--- src/mer_pkg.sv ---
// Package of constants for the exception responder
package mer_pkg;
	localparam logic [7:0] FC_ERR_BIT = 8'h80;
	localparam logic [7:0] CAUSE_ILL_FUNC = 8'h01;
	localparam logic [7:0] CAUSE_ILL_ADDR = 8'h02;
	localparam logic [7:0] CAUSE_ILL_VALUE = 8'h03;
	localparam logic [7:0] CAUSE_CHECK = 8'h11;
	localparam logic [15:0] CRC_PRESET = 16'hFFFF;
	localparam logic [15:0] CRC_POLY = 16'hA001;
	localparam int CLK_HZ = 20_000_000;
	localparam int GAP_TENTHS_CHAR = 35;
	typedef enum {MER_IDLE, MER_GAP_PRE, MER_ADDR, MER_FUNC, MER_CAUSE, MER_CRC_LO,
		MER_CRC_HI, MER_GAP_POST} mer_state_e;
endpackage

--- src/mer_responder.sv ---
// Exception responder: picks normal or exception reply and emits exception frames
// Function
// - Normal reply echoes the request function code
// - Exception reply sets function code top bit
// - Exception reply adds exactly one cause byte
// - Cause 01H for unsupported or forbidden function
// - Cause 01H allowed while slave is faulted
// - Cause 02H for bad address or quantity
// - Cause 03H for out-of-range value, no write
// - Cause 11H when frame check mismatches
// - Binary frames end with two-byte CRC
// - CRC preset FFFF, data bits only
// - Frames surrounded by 3.5 character idle gaps
module mer_responder
	import mer_pkg::*;
(
	input wire logic i_clk,
	input wire logic i_rst_n,
	input wire logic i_req_valid,
	input wire logic [7:0] i_slave_addr,
	input wire logic [7:0] i_req_func,
	input wire logic i_func_unsupported,
	input wire logic i_slave_fault,
	input wire logic i_addr_illegal,
	input wire logic i_value_illegal,
	input wire logic i_check_bad,
	input wire logic i_char_tick,
	input wire logic i_tx_ready,
	output logic o_busy,
	output logic o_normal,
	output logic [7:0] o_reply_func,
	output logic o_write_allow,
	output logic o_tx_valid,
	output logic [7:0] o_tx_byte,
	output logic o_tx_last
);
	localparam logic [5:0] GAP_HALVES = 6'(((GAP_TENTHS_CHAR * 2) + 9) / 10);
	mer_state_e state_q;
	logic [7:0] addr_q;
	logic [7:0] func_q;
	logic [7:0] cause_q;
	logic [15:0] crc_q;
	logic [5:0] gap_q;
	logic normal_q;
	logic half_q;
	logic [7:0] reply_q;
	// Cause priority: a broken check makes the rest of the frame untrustworthy
	wire exc_check = i_check_bad;
	wire exc_func = i_func_unsupported | i_slave_fault;
	wire exc_any = exc_check | exc_func | i_addr_illegal | i_value_illegal;
	wire [7:0] cause_d = exc_check ? CAUSE_CHECK :
		exc_func ? CAUSE_ILL_FUNC :
		i_addr_illegal ? CAUSE_ILL_ADDR :
		CAUSE_ILL_VALUE;
	wire take = i_req_valid && (state_q == MER_IDLE);
	wire send_st = (state_q == MER_ADDR) || (state_q == MER_FUNC) || (state_q == MER_CAUSE) ||
		(state_q == MER_CRC_LO) || (state_q == MER_CRC_HI);
	wire beat = send_st && i_tx_ready;
	wire crc_feed = beat && (state_q != MER_CRC_LO) && (state_q != MER_CRC_HI);
	// Only the eight data bits enter the CRC
	logic [15:0] crc_nx;
	always_comb begin
		crc_nx = crc_q ^ {8'h00, o_tx_byte};
		for (int i = 0; i < 8; i++) begin
			crc_nx = crc_nx[0] ? ((crc_nx >> 1) ^ CRC_POLY) : (crc_nx >> 1);
		end
	end
	// Gap counted in half characters so 3.5 rounds up exactly
	wire half_tick = i_char_tick | half_q;
	wire gap_done = (gap_q >= GAP_HALVES);
	always_comb begin
		case (state_q)
			MER_ADDR: o_tx_byte = addr_q;
			MER_FUNC: o_tx_byte = func_q | FC_ERR_BIT;
			MER_CAUSE: o_tx_byte = cause_q;
			MER_CRC_LO: o_tx_byte = crc_q[7:0];
			MER_CRC_HI: o_tx_byte = crc_q[15:8];
			default: o_tx_byte = 8'h00;
		endcase
	end
	assign o_tx_valid = send_st;
	assign o_tx_last = (state_q == MER_CRC_HI);
	assign o_busy = (state_q != MER_IDLE);
	assign o_normal = normal_q;
	// Reply code comes from a flop so the framer sees no glitch while it builds the reply
	assign o_reply_func = reply_q;
	// Parameter write only when no exception; the framer must gate on this
	assign o_write_allow = take && !exc_any;
	// A char tick counts twice, on its own cycle and on the next
	always_ff @(posedge i_clk or negedge i_rst_n) begin
		if (!i_rst_n) begin
			half_q <= 1'b0;
		end else begin
			half_q <= i_char_tick;
		end
	end
	always_ff @(posedge i_clk or negedge i_rst_n) begin
		if (!i_rst_n) begin
			addr_q <= 8'h00;
			func_q <= 8'h00;
			cause_q <= 8'h00;
			normal_q <= 1'b0;
			reply_q <= FC_ERR_BIT;
		end else if (take) begin
			addr_q <= i_slave_addr;
			func_q <= i_req_func;
			cause_q <= cause_d;
			normal_q <= !exc_any;
			reply_q <= exc_any ? (i_req_func | FC_ERR_BIT) : i_req_func;
		end
	end
	always_ff @(posedge i_clk or negedge i_rst_n) begin
		if (!i_rst_n) begin
			crc_q <= CRC_PRESET;
		end else if (take) begin
			crc_q <= CRC_PRESET;
		end else if (crc_feed) begin
			crc_q <= crc_nx;
		end
	end
	always_ff @(posedge i_clk or negedge i_rst_n) begin
		if (!i_rst_n) begin
			gap_q <= 6'h00;
		end else if ((state_q != MER_GAP_PRE) && (state_q != MER_GAP_POST)) begin
			gap_q <= 6'h00;
		end else if (half_tick && !gap_done) begin
			gap_q <= gap_q + 6'h01;
		end
	end
	always_ff @(posedge i_clk or negedge i_rst_n) begin
		if (!i_rst_n) begin
			state_q <= MER_IDLE;
		end else begin
			case (state_q)
				MER_IDLE: if (take && exc_any) state_q <= MER_GAP_PRE;
				MER_GAP_PRE: if (gap_done) state_q <= MER_ADDR;
				MER_ADDR: if (beat) state_q <= MER_FUNC;
				MER_FUNC: if (beat) state_q <= MER_CAUSE;
				MER_CAUSE: if (beat) state_q <= MER_CRC_LO;
				MER_CRC_LO: if (beat) state_q <= MER_CRC_HI;
				MER_CRC_HI: if (beat) state_q <= MER_GAP_POST;
				MER_GAP_POST: if (gap_done) state_q <= MER_IDLE;
				default: state_q <= MER_IDLE;
			endcase
		end
	end
endmodule

--- config.mk ---
export PLATFORM = sky130hd
export DESIGN_NAME = mer_responder
export DESIGN_NICKNAME = d
export VERILOG_FILES = /design/src/mer_pkg.sv /design/src/mer_responder.sv
export SDC_FILE = /design/constraint.sdc
export NUM_CORES = 1
export LEC_CHECK = 0
export BUFFER_PORTS_ARGS = -buffer_cell sky130_fd_sc_hd__buf_2
export CAP_MARGIN = 20
export CORE_ASPECT_RATIO = 1.1
export CORE_MARGIN = 1
export CORE_UTILIZATION = 56
export DETAILED_ROUTE_END_ITERATION = 10
export GPL_TIMING_DRIVEN = 0
export PLACE_DENSITY = 0.79
export SYNTH_ARGS = -nofsm -noshare
export SYNTH_HDL_FRONTEND = slang
export SYNTH_SLANG_ARGS = --single-unit
export TNS_END_PERCENT = 100
--- constraint.sdc ---
create_clock -name i_clk -period 3.8 [get_ports i_clk]
set_clock_uncertainty 0.15 [all_clocks]
set_input_delay 1.14 -clock i_clk [delete_from_list [all_inputs] [get_ports i_clk]]
set_output_delay 1.14 -clock i_clk [all_outputs]
set_load 0.005 [all_outputs]
[Word level (Yosys, flattened, before mapping)]
Cells that the tools add are included.
Cells by class
  reductions and logical operators: 20
  multiply operators: 0
  equality and inequality tests: 24
  shift-type cells: 0
  bitwise gates (word level): 14
  order comparisons: 1
  muxes and demuxes: 26
  $add $sub $neg: 1
  divide/modulo/power cells: 0
Operator list (number)
  32-bit two-way mux: 8
  32-bit case mux with 8 select lines: 1
  32-bit by 3-bit equality test with 1-bit output, second input constant: 6
  16-bit two-way mux: 10
  32-bit by 4-bit equality test with 1-bit output, second input constant: 3
  32-bit by 4-bit != test with 1-bit output, second input constant: 3
  32-bit by 2-bit equality test with 1-bit output, second input constant: 2
  32-bit logical NOT: 2
  8-bit case mux with 5 select lines: 1
  32-bit by 1-bit equality test with 1-bit output, second input constant: 1
  32-bit by 2-bit != test with 1-bit output, second input constant: 1
  32-bit nonzero test: 1
  2-bit NOT with 3-bit output: 8
  2-bit != test, second input constant: 8
  16-bit by 8-bit bitwise XOR with 16-bit output: 1
  6-bit two-way mux: 2
  1-bit logical AND: 8
  8-bit two-way mux: 1
  8-bit AND reduction: 1
  6-bit by 1-bit adder with 6-bit output, second input constant: 1
  6-bit by 3-bit greater-or-equal comparator with 1-bit output, second input constant: 1
  5-bit two-way mux: 1
  1-bit OR: 5
  1-bit logical OR: 4
  other kinds (4): 6
Storage, ports and cells
  input port bits: 26
  memory bits (read-only): 0
  output and inout bits: 21
  RAM bits: 0
  flip-flop bits (word level): 87
  bits in latches: 0
  memories kept: 0

[Longest topological paths before layout]
Gate-level depths: netlist of the first run.
  depth after elaboration: 21
  gate-level depth with buffers: 11
  gate-level depth less buffers: 8

[Worst setup path before layout of the first run]
OpenSTA, ideal clock, no wires.
  kind: input-to-output
  start point: input i_slave_fault
  end point: output o_write_allow
  buffers on the path: 0
  stages: 4
  data arrival time: 2.177 ns
  setup slack: 0.333 ns
  required time: 2.510 ns
  cell sequence: or3_1 -> or3_1 -> or2_2 -> inv_1
Between the ends
  word-level cells in the longest chain between the ends: 6
RTL lines
  from (decl): RTL line mer_responder.sv:23  | input wire logic i_slave_fault,
  1-bit OR: RTL line mer_responder.sv:49  | wire exc_func = i_func_unsupported | i_slave_fault;
  1-bit OR (3 in series): RTL line mer_responder.sv:50  | wire exc_any = exc_check | exc_func | i_addr_illegal | i_value_illegal;
  1-bit logical NOT: RTL line mer_responder.sv:88  | assign o_write_allow = take && !exc_any;
  1-bit logical AND: RTL line mer_responder.sv:88
  to (decl): RTL line mer_responder.sv:32  | output logic o_write_allow,
Every way passes these cells.

[Final worst setup path of the first run]
Ends and elaborated chain as after synthesis.

==> results of run 1 <==
[per-stage QoR]
stage / utilization (%) / hold slack (ns)
global placement: 65.7 / 0.301
finish: 69.5 / 0.326
CTS: 68.8 / 0.326
floorplan: - / 0.288
global route: 69.5 / 0.343
detailed placement: 65.7 / 0.310
[state kept, by name, indices dropped and copies added, names as in the netlist, 2 cells and up]
signal,cells
crc_q,16
addr_q,8
func_q,6
gap_q,6
cause_q,3
state_q,3
o_reply_func,2
[what timing repair did]
| item | 4_1_cts | 5_1_grt |
|---|---|---|
| resized for setup | 2 | 3 |
| pin swaps | 0 | 0 |
| endpoints found under the setup margin | 3 | 3 |
| cloned | 0 | 0 |
| hold buffers | 0 | 0 |
[worst paths after layout]
path / end / cells past startpoint / slack, ns / start
worst max register to register: crc_q[0]$_DFFE_PN1P_ / 9 / 0.91 / state_q[2]$_DFFE_PN0P_
worst max-delay path: o_write_allow / 6 / 0.09 / i_slave_fault
worst min-delay path: crc_q[5]$_DFFE_PN1P_ / 2 / 0.33 / crc_q[13]$_DFFE_PN1P_
worst min register to register: crc_q[5]$_DFFE_PN1P_ / 2 / 0.33 / crc_q[13]$_DFFE_PN1P_
min in group asynchronous: addr_q[0]$_DFFE_PN0P_ / 1 / 0.60 / i_rst_n
max in group asynchronous: crc_q[13]$_DFFE_PN1P_ / 2 / 2.33 / i_rst_n
[per-layer routing]
metal	part of all wire (%)	up-vias	GRT usage, %	wire length, um
met4	2.3	0	12.9	155
met5	0	-	0	0
met1	43	1145	37.9	2950
met2	49	98	45.1	3330
met3	6.2	13	3.04	422
li1	-	1173	-	-
[layout by cell type (no fill, tap or decap), types with 3 or more instances in the layout]
cell type	synthesis	final
buf_2	3	50
a21oi_1	14	14
xor2_1	8	8
and2_1	5	5
nor2b_1	3	3
mux2_2	4	4
clkbuf_1	10	9
dfstp_2	17	17
nand3_1	5	5
dfrtp_1	29	29
a2111o_1	3	3
nand2_1	63	62
a31oi_1	4	4
mux2i_1	11	11
xnor2_1	10	10
inv_1	10	10
nor3_1	12	11
nand2b_1	5	5
clkbuf_8	0	6
buf_1	4	3
o21ai_0	27	27
nor2_1	19	19
a22o_1	3	3
nor3b_1	4	4
[cell type report]
class                      instances  area [sq um]
buffer                            18          87.6
clock buffer                       6          82.6
clock inverter                     2          60.1
fill                             384          1440
inverter                          10          37.5
multi-input combinational        236          1520
sequential                        46          1170
tap                               56          70.1
timing repair buffer              47           250
[logic make-up after synthesis]
logic type / count (synthesis) / synth area share (%)
buffers and inverters: 29 / 4.56
xor gates and xnor gates: 22 / 9.21
and+or+nand+nor: 125 / 20.5
muxes: 15 / 5.54
adders and majority gates: 1 / 0.447
AOI/OAI and AO/OA: 73 / 17.8
DFF: 46 / 41.9
[cell usage after synthesis (5+ instances only)]
cell      number
xor2_1         8
clkbuf_1      10
o21ai_0       27
nand2b_1       5
inv_1         10
a21oi_1       14
dfstp_2       17
nor3_1        12
dfrtp_1       29
mux2i_1       11
xnor2_1       10
nor2_1        19
nand2_1       63
and2_1         5
nand3_1        5
[power groups by stage]
stage	registers [mW]	clock network, mW	logic, mW
2_1_floorplan	0.916	0	1.63
3_3_place_gp	0.967	0	1.99
4_1_cts	0.971	0.452	2.07
3_5_place_dp	0.978	0	2.04
5_1_grt	1.00	0.471	2.28
6_report	0.976	0.446	2.09
[critical path: cells and delay by family]
| kind | cells | cell delay (ns) |
|---|---|---|
| and+or+nand+nor | 3 | 1.03 |
| buffers and inverters | 3 | 0.25 |
==> out/results.txt, run 1 <==
Ys flop type: dfrtp_1
Top cells by area, synth: dfrtp_1 26%, dfstp_2 16%, nand2_1 8.4%, o21ai_0 4.8%, mux2i_1 3.9%
Via count of the first global-routing pass: 2456
Critical path, cell by cell: buf_2 -> or3_4 -> or3_4 -> or2_2 -> inv_1 -> buf_2
FF+latch count, synth: 46
CTS Buf Count: 5
Share of post-route cells with drive strength above 1: 26.0%
Clock-pin slew on the worst setup and hold paths: 0.08 ns
Comb power frac: 59.5%
Wirelength, routed: 6850 um
CP Max Fanout: 3
Hpwl dp: 5060 um
Clock power frac: 12.7%
Max Clock Freq: 270 MHz
Nets@finish: 391
Mapped Area: 2800 sq um
Final instance area: 3280 sq um
Setup repair bufs after CTS: 0
Drt first pass iters: 4
Die area: 5290 sq um
DP Cell Count: 413
Outcome: finished clean
Worst path required time: 2.51 ns
Fin. max-slew vios: 0
Initial antenna violation count: 0
Max incr delay on CP: 0.38 ns
Max-cap violations: 0
Worst hold path class: reg2reg
Pre-CTS setup slack: 0.0949 ns
Post-synth top area cell: dfrtp_1
# rows: 26
Clock Latency Late Sink: 0.30 ns
Core area: 4720 sq um
Critical Path Source Type: input pin
Detail Route Antenna Nets: 0
DR iter-0 viols: 201
Instance count of the mapped netlist: 311
Worst vdd ir: 562 uV
GRT overflow: 0
Port-buffer cells: 46
Ant diodes: 0
Synth warnings: 0
Worst-margin pin slew: 0.642 ns
Switching portion of total power: 41.2%
Pwr Total: 3.51 mW
Clk sinks: 46
Initial Util: 59.3%
Arr. time, crit path: 2.42 ns
Post-synth EDFFs: 0
Top-Level Pins: 47
Fin crit period: 3.71 ns
Chip Height: 76.2 um
Syn nets: 338
P_leak: 1.57 nW
Crit path capture type: primary output
Layout area overhead: 17.1%
Via density: 5.77
Netlist cell types: 49
Via count: 2429
Non-Filler Instances: 421
Pint: 2.07 mW
Post-placement cell area: 3100 sq um
Htree depth: 2
Sequential share of the synthesized area: 41.9%
Power Dens Cells: 1070 nW/um^2
Unrepaired setup endpoints after global routing: false
CTS tree: done
Setup ws final: 0.0933 ns
Setup violators final: 0
Final Wtd Congestion: 0.872
Die width: 69.4 um
Largest net degree at the start of global routing: 47
Period Utilization, post-route: 97.5%
Crit Path Category: in2out
First-pass GRT wire length: 11700 um
Tot GR Track Use: 28.0%
Yosys top cell area share: 25.9%
Max stage delay cell, worst path: or3_4
TNS Setup: 0 ns
Clock Path Buffers: 2
Final Hold Viols: 0
Post-route DRC: 0
Average wire per standard cell: 16.3 um
Rel. slew slack: 56.7%
Syn avg cell area: 9.00 sq um
Net switching power: 1.45 mW
Clock Tree Root: clkbuf_8
Post-synth ARST share: 100%
Flop pwr share: 27.8%
(Power assumes the default switching activity.)
==> run 2, diff against run 1 <==
- CORE_UTILIZATION: 56 -> 30
- PLACE_DENSITY: 0.79 -> default
==> out/results.txt, run 2 (synthesis results as in run 1) <==
Outcome: finished clean
Crit Path Category: in2out
Unrepaired setup endpoints after global routing: false
Top-Level Pins: 47 (unchanged)
Clk sinks: 46 (unchanged)
Worst r2r path cells: 11 (+2)
Most frequent cells in the layout: 62 x nand2_1, 50 x buf_2, 29 x dfrtp_1
Via count: 2422 (-0.29%)
GRT overflow: 0 (unchanged)
Fin. max-slew vios: 0 (unchanged)
Post-route DRC: 0 (unchanged)
CTS Buf Count: 5 (unchanged)
Top Registers: crc_q x16, addr_q x8
Port-buffer cells: 46 (unchanged)
Hpwl dp: 5480 um (+8.2%)
Core area: 8960 sq um (+90%)
TNS Setup: 0 ns (unchanged)
WHS: 0.315 ns (-0.0112 ns)
Chip Height: 103 um (+36%)
Hold-fix buffers, CTS: 0 (unchanged)
First-pass GRT wire length: 12100 um (+3.2%)
CP Max Fanout: 3 (unchanged)
Clock Latency Late Sink: 0.31 ns (about the same)
Largest net degree at the start of global routing: 47 (unchanged)
Initial Util: 31.2% (-28 points)
Clock-pin slew on the worst setup and hold paths: 0.09 ns (about the same)
Pre-CTS setup slack: 0.0754 ns (-0.0195 ns)
Setup violators final: 0 (unchanged)
Switching portion of total power: 42.2% (+1.1 points)
Clock Path Buffers: 2 (unchanged)
Final Wtd Congestion: 0.851 (-2.4%)
Setup repair bufs after CTS: 0 (unchanged)
Layout fillers: 916 (+140%)
Layout area overhead: 18.0%
DR iter-0 viols: 198 (-1.5%)
Via density: 5.07 (-12%)
Setup ws final: 0.0787 ns (-0.0146 ns)
# rows: 36 (+38%)
Wirelength, routed: 7260 um (+5.9%)
Worst-margin pin slew: 0.735 ns (+0.0929 ns)
Max stage delay cell, worst path: or3_1
Max FFs per register: 16 (unchanged)
Critical path, cell by cell: buf_2 -> or3_1 -> or3_1 -> or2_2 -> inv_1 -> buf_2
CTS tree: done
Largest reg by FF count: crc_q
Die area: 9720 sq um (+84%)
Drt first pass iters: 4 (unchanged)
Initial antenna violation count: 0 (unchanged)
Fin crit period: 3.72 ns (+0.0146 ns)
Pwr Total: 3.43 mW (-2.4%)
Flop pwr share: 28.2% (+0.4 points)
Average wire per standard cell: 15.2 um (-6.7%)
Htree depth: 2 (unchanged)
Ant diodes: 0 (unchanged)
Share of post-route cells with drive strength above 1: 25.3% (-0.75 points)
Clock Tree Root: clkbuf_8
Hold depth: 2 (unchanged)
P_leak: 1.55 nW (-1.6%)
Rel. slew slack: 50.5% (-6.3 points)
Most common cell after layout, fill and taps aside: nand2_1
Detail Route Antenna Nets: 0 (unchanged)
Worst path required time: 2.51 ns (about the same)
Tot GR Track Use: 16.2% (-12 points)
Comb power frac: 60.9% (+1.4 points)
Arr. time, crit path: 2.43 ns (about the same)
Worst vdd ir: 403 uV (-28%)
Power Dens Cells: 1040 nW/um^2 (-3.2%)
Via count of the first global-routing pass: 2401 (-2.2%)
Clock power frac: 10.8% (-1.9 points)
Period Utilization, post-route: 97.9% (+0.38 points)
Nets@finish: 390 (-0.26%)
Max Clock Freq: 269 MHz (-0.39%)
Final Hold Viols: 0 (unchanged)
Final instance area: 3300 sq um (+0.80%)
Die width: 94.1 um (+36%)
Critical Path Source Type: input pin
Net switching power: 1.45 mW (+0.13%)
Max-cap violations: 0 (unchanged)
Worst hold path class: reg2reg
Crit path capture type: primary output
Pint: 1.98 mW (-4.2%)
Post-placement cell area: 3170 sq um (+2.3%)
Max incr delay on CP: 0.39 ns (about the same)
## run 2: cell types whose count changed in the layout (fill, tap and decap cells not counted), sizes merged
cell,before,now
bufinv,2,1
clkinvlp,0,1
buf,56,55
## run 2: critical path: cells and delay by family
| family | cells | cell delay (ns) |
|---|---|---|
| buffers and inverters | 3 | 0.26 |
| and+or+nand+nor | 3 | 1.03 |
## run 2: worst paths after layout
kind                                        startpoint               endpoint  slack, ns
worst min-delay path             crc_q[13]$_DFFE_PN1P_   crc_q[5]$_DFFE_PN1P_       0.31
worst max-delay path                     i_slave_fault          o_write_allow       0.08
worst min register to register   crc_q[13]$_DFFE_PN1P_   crc_q[5]$_DFFE_PN1P_       0.31
max in group asynchronous                      i_rst_n  crc_q[10]$_DFFE_PN1P_       2.27
worst max register to register  state_q[2]$_DFFE_PN0P_   crc_q[0]$_DFFE_PN1P_       0.77
min in group asynchronous                      i_rst_n   o_normal$_DFFE_PN0P_       0.63
## run 2: final cells by class
type	instances	area (sq um)	share of cell area, %
clock buffers	6	72.6	2.20
clock inverters	2	37.5	1.14
repair buffers	47	250	7.58
plain buffers	17	83.8	2.54
flip-flops and latches	46	1170	35.5
multi-input cells	236	1510	45.6
well taps	114	143	4.32
inverters	10	37.5	1.14
## run 2: per-layer routing
layer,track usage (%),vias to the layer above,share of wire (%)
li1,-,1176,-
met1,21.6,1155,46
met2,26.6,78,46
met3,2.49,13,5.3
met4,6.04,0,2.3
met5,0,-,0
## run 2: repair_timing
action | 4_1_cts | 5_1_grt
gates resized for setup | 2 | 1
endpoints found under the setup margin | 8 | 1
pin swaps | 0 | 1
## run 2: power by group through the flow
stage / clock (mW) / combinational (mW) / sequential (mW)
3_5_place_dp: 0 / 2.09 / 0.970
2_1_floorplan: 0 / 1.63 / 0.916
5_1_grt: 0.409 / 2.28 / 1.00
6_report: 0.372 / 2.09 / 0.968
3_3_place_gp: 0 / 2.06 / 0.962
4_1_cts: 0.377 / 2.10 / 0.964
## run 2: per-stage QoR
stage,std cells,utilization (%)
floorplan,311,-
CTS,478,36.6
finish,478,36.9
global route,478,36.9
global placement,471,35.4
detailed placement,471,35.4
==> run 3, diff against run 2 <==
- CELL_PAD_IN_SITES_DETAIL_PLACEMENT: default -> 2
- CELL_PAD_IN_SITES_GLOBAL_PLACEMENT: default -> 2
- CTS_BUF_LIST: default -> sky130_fd_sc_hd__clkbuf_8
- PLACE_DENSITY_LB_ADDON: default -> 0.1
==> out/results.txt, run 3 (synthesis results as in run 1) <==
Outcome: finished clean
Flop-to-flop setup slack: 0.69 ns (-0.08 ns)
Clk sinks: 46 (unchanged)
Post-route DRC: 0 (unchanged)
Hpwl dp: 6670 um (+22%)
Layout area overhead: 18.4%
Fin. max-slew vios: 0 (unchanged)
Setup repair bufs after CTS: 0 (unchanged)
Final Hold Viols: 0 (unchanged)
Chip Height: 103 um (unchanged)
First-pass GRT wire length: 14400 um (+19%)
Final Wtd Congestion: 0.774 (-9.1%)
Core area: 8960 sq um (unchanged)
Via count of the first global-routing pass: 2681 (+12%)
Via density: 5.08 (+0.17%)
# rows: 36 (unchanged)
Largest net degree at the start of global routing: 47 (unchanged)
Wirelength, routed: 8870 um (+22%)
Setup violators final: 0 (unchanged)
Max-cap violations: 0 (unchanged)
Hold_sp: crc_q[9]$_DFFE_PN1P_
Top-Level Pins: 47 (unchanged)
Most used cell, CP: buf_2
Arr. time, crit path: 2.45 ns (+0.02 ns)
Max incr delay on CP: 0.38 ns (about the same)
Top Registers: crc_q x16, addr_q x8
Share of post-route cells with drive strength above 1: 26.1% (+0.82 points)
CP top delay family: simple AND/OR/NAND/NOR gates
CTS tree: done
DR iter-0 viols: 70 (-65%)
Most common cell after layout, fill and taps aside: nand2_1
Die area: 9720 sq um (unchanged)
Worst r2r src: state_q[2]$_DFFE_PN0P_
Detail Route Antenna Nets: 0 (unchanged)
Critical Path Source Type: input pin
Max stage delay cell, worst path: or3_1
Initial Util: 31.2% (unchanged)
Worst path depth: 6 (unchanged)
Hold depth: 2 (unchanged)
Worst hold path class: reg2reg
Period Utilization, post-route: 98.3% (+0.38 points)
Crit path capture type: primary output
P_leak: 1.57 nW (+1.5%)
Hold EP: crc_q[1]$_DFFE_PN1P_
Rel. slew slack: 55.1% (+4.6 points)
Largest reg by FF count: crc_q
Htree depth: 2 (unchanged)
GRT overflow: 0 (unchanged)
DP Cell Count: 471 (unchanged)
Average wire per standard cell: 18.6 um (+22%)
Non-Filler Instances: 478 (unchanged)
Port-buffer cells: 46 (unchanged)
RR Endpoint: crc_q[0]$_DFFE_PN1P_
Clock Path Buffers: 2 (unchanged)
Initial antenna violation count: 0 (unchanged)
Clock Tree Root: clkbuf_8
CP Buf/Inv Count: 3 (unchanged)
Worst-margin pin slew: 0.666 ns (-0.0689 ns)
Crit Path Category: in2out
Power Dens Cells: 1050 nW/um^2 (+1.3%)
CP Max Fanout: 3 (unchanged)
Critical path, cell by cell: buf_2 -> or3_1 -> or3_4 -> or2_2 -> inv_1 -> buf_2
CTS Buf Count: 5 (unchanged)
Setup ws final: 0.0643 ns (-0.0144 ns)
Nets@finish: 390 (unchanged)
Drt first pass iters: 4 (unchanged)
Max Clock Freq: 268 MHz (-0.38%)
Fin crit period: 3.74 ns (+0.0144 ns)
Most frequent cells in the layout: 62 x nand2_1, 50 x buf_2, 29 x dfrtp_1
Die width: 94.1 um (unchanged)
Worst path required time: 2.51 ns (about the same)
Hold-fix buffers, CTS: 0 (unchanged)
Pwr Total: 3.49 mW (+1.7%)
Via count: 2426 (+0.17%)
Unrepaired setup endpoints after global routing: false
Worst r2r path cells: 11 (unchanged)
TNS Setup: 0 ns (unchanged)
WHS: 0.330 ns (+0.0148 ns)
Max FFs per register: 16 (unchanged)
Pre-CTS setup slack: 0.0366 ns (-0.0388 ns)
Clock Latency Late Sink: 0.31 ns (about the same)
Clock-pin slew on the worst setup and hold paths: 0.10 ns (about the same)
Tot GR Track Use: 20.0% (+3.8 points)
Worst vdd ir: 261 uV (-35%)
Ant diodes: 0 (unchanged)
-- run 3: how the worst max path moves through the flow --
stage	start	to	slack, ns
6_report	i_slave_fault	o_write_allow	0.06
5_1_grt	i_slave_fault	o_write_allow	0.008
4_1_cts	state_q[2]$_DFFE_PN0P_	o_write_allow	0.02
3_5_place_dp	i_slave_fault	o_write_allow	0.04
3_3_place_gp	i_slave_fault	o_write_allow	0.06
2_1_floorplan	i_slave_fault	o_write_allow	0.33
-- run 3: worst register-to-register path: cells and delay by family, from the launching register on --
family | cells | cell delay (ns)
buffers and inverters | 3 | 0.83
AOI/OAI and AO/OA | 3 | 0.68
xor gates and xnor gates | 2 | 0.55
and+or+nand+nor | 3 | 0.49
DFF | 1 | 0.35
-- run 3: through the flow --
step	instance area (sq um)	utilization (%)
2_1_floorplan	2800	-
3_3_place_gp	3170	35.4
3_5_place_dp	3170	35.4
4_1_cts	3290	36.7
5_1_grt	3310	37.0
6_report	3310	37.0
-- run 3: power breakdown --
part	total, mW	switching, mW	internal [mW]
logic	2.13	1.11	1.02
registers	0.980	0.214	0.766
clock network	0.380	0.186	0.194
-- run 3: what timing repair did --
action                                  CTS  global route
resized for setup                         3             4
endpoints found under the setup margin    8             7
pin swaps                                 0             0
-- run 3: cell type report --
| cell class | count | area, sq um |
|---|---|---|
| sequential | 46 | 1170 |
| fill | 1013 | 5650 |
| buffer | 17 | 85.1 |
| clock inverter | 3 | 40.0 |
| multi-input combinational | 236 | 1520 |
| timing repair buffer | 47 | 250 |
| clock buffer | 5 | 68.8 |
| tap | 114 | 143 |
| inverter | 10 | 37.5 |
-- run 3: layer usage --
layer	wire, um	GRT usage [%]	vias up
li1	-	-	1167
met4	134	5.92	0
met2	4440	35.1	44
met1	4020	25.2	1206
met3	272	3.44	9
met5	0	0	-
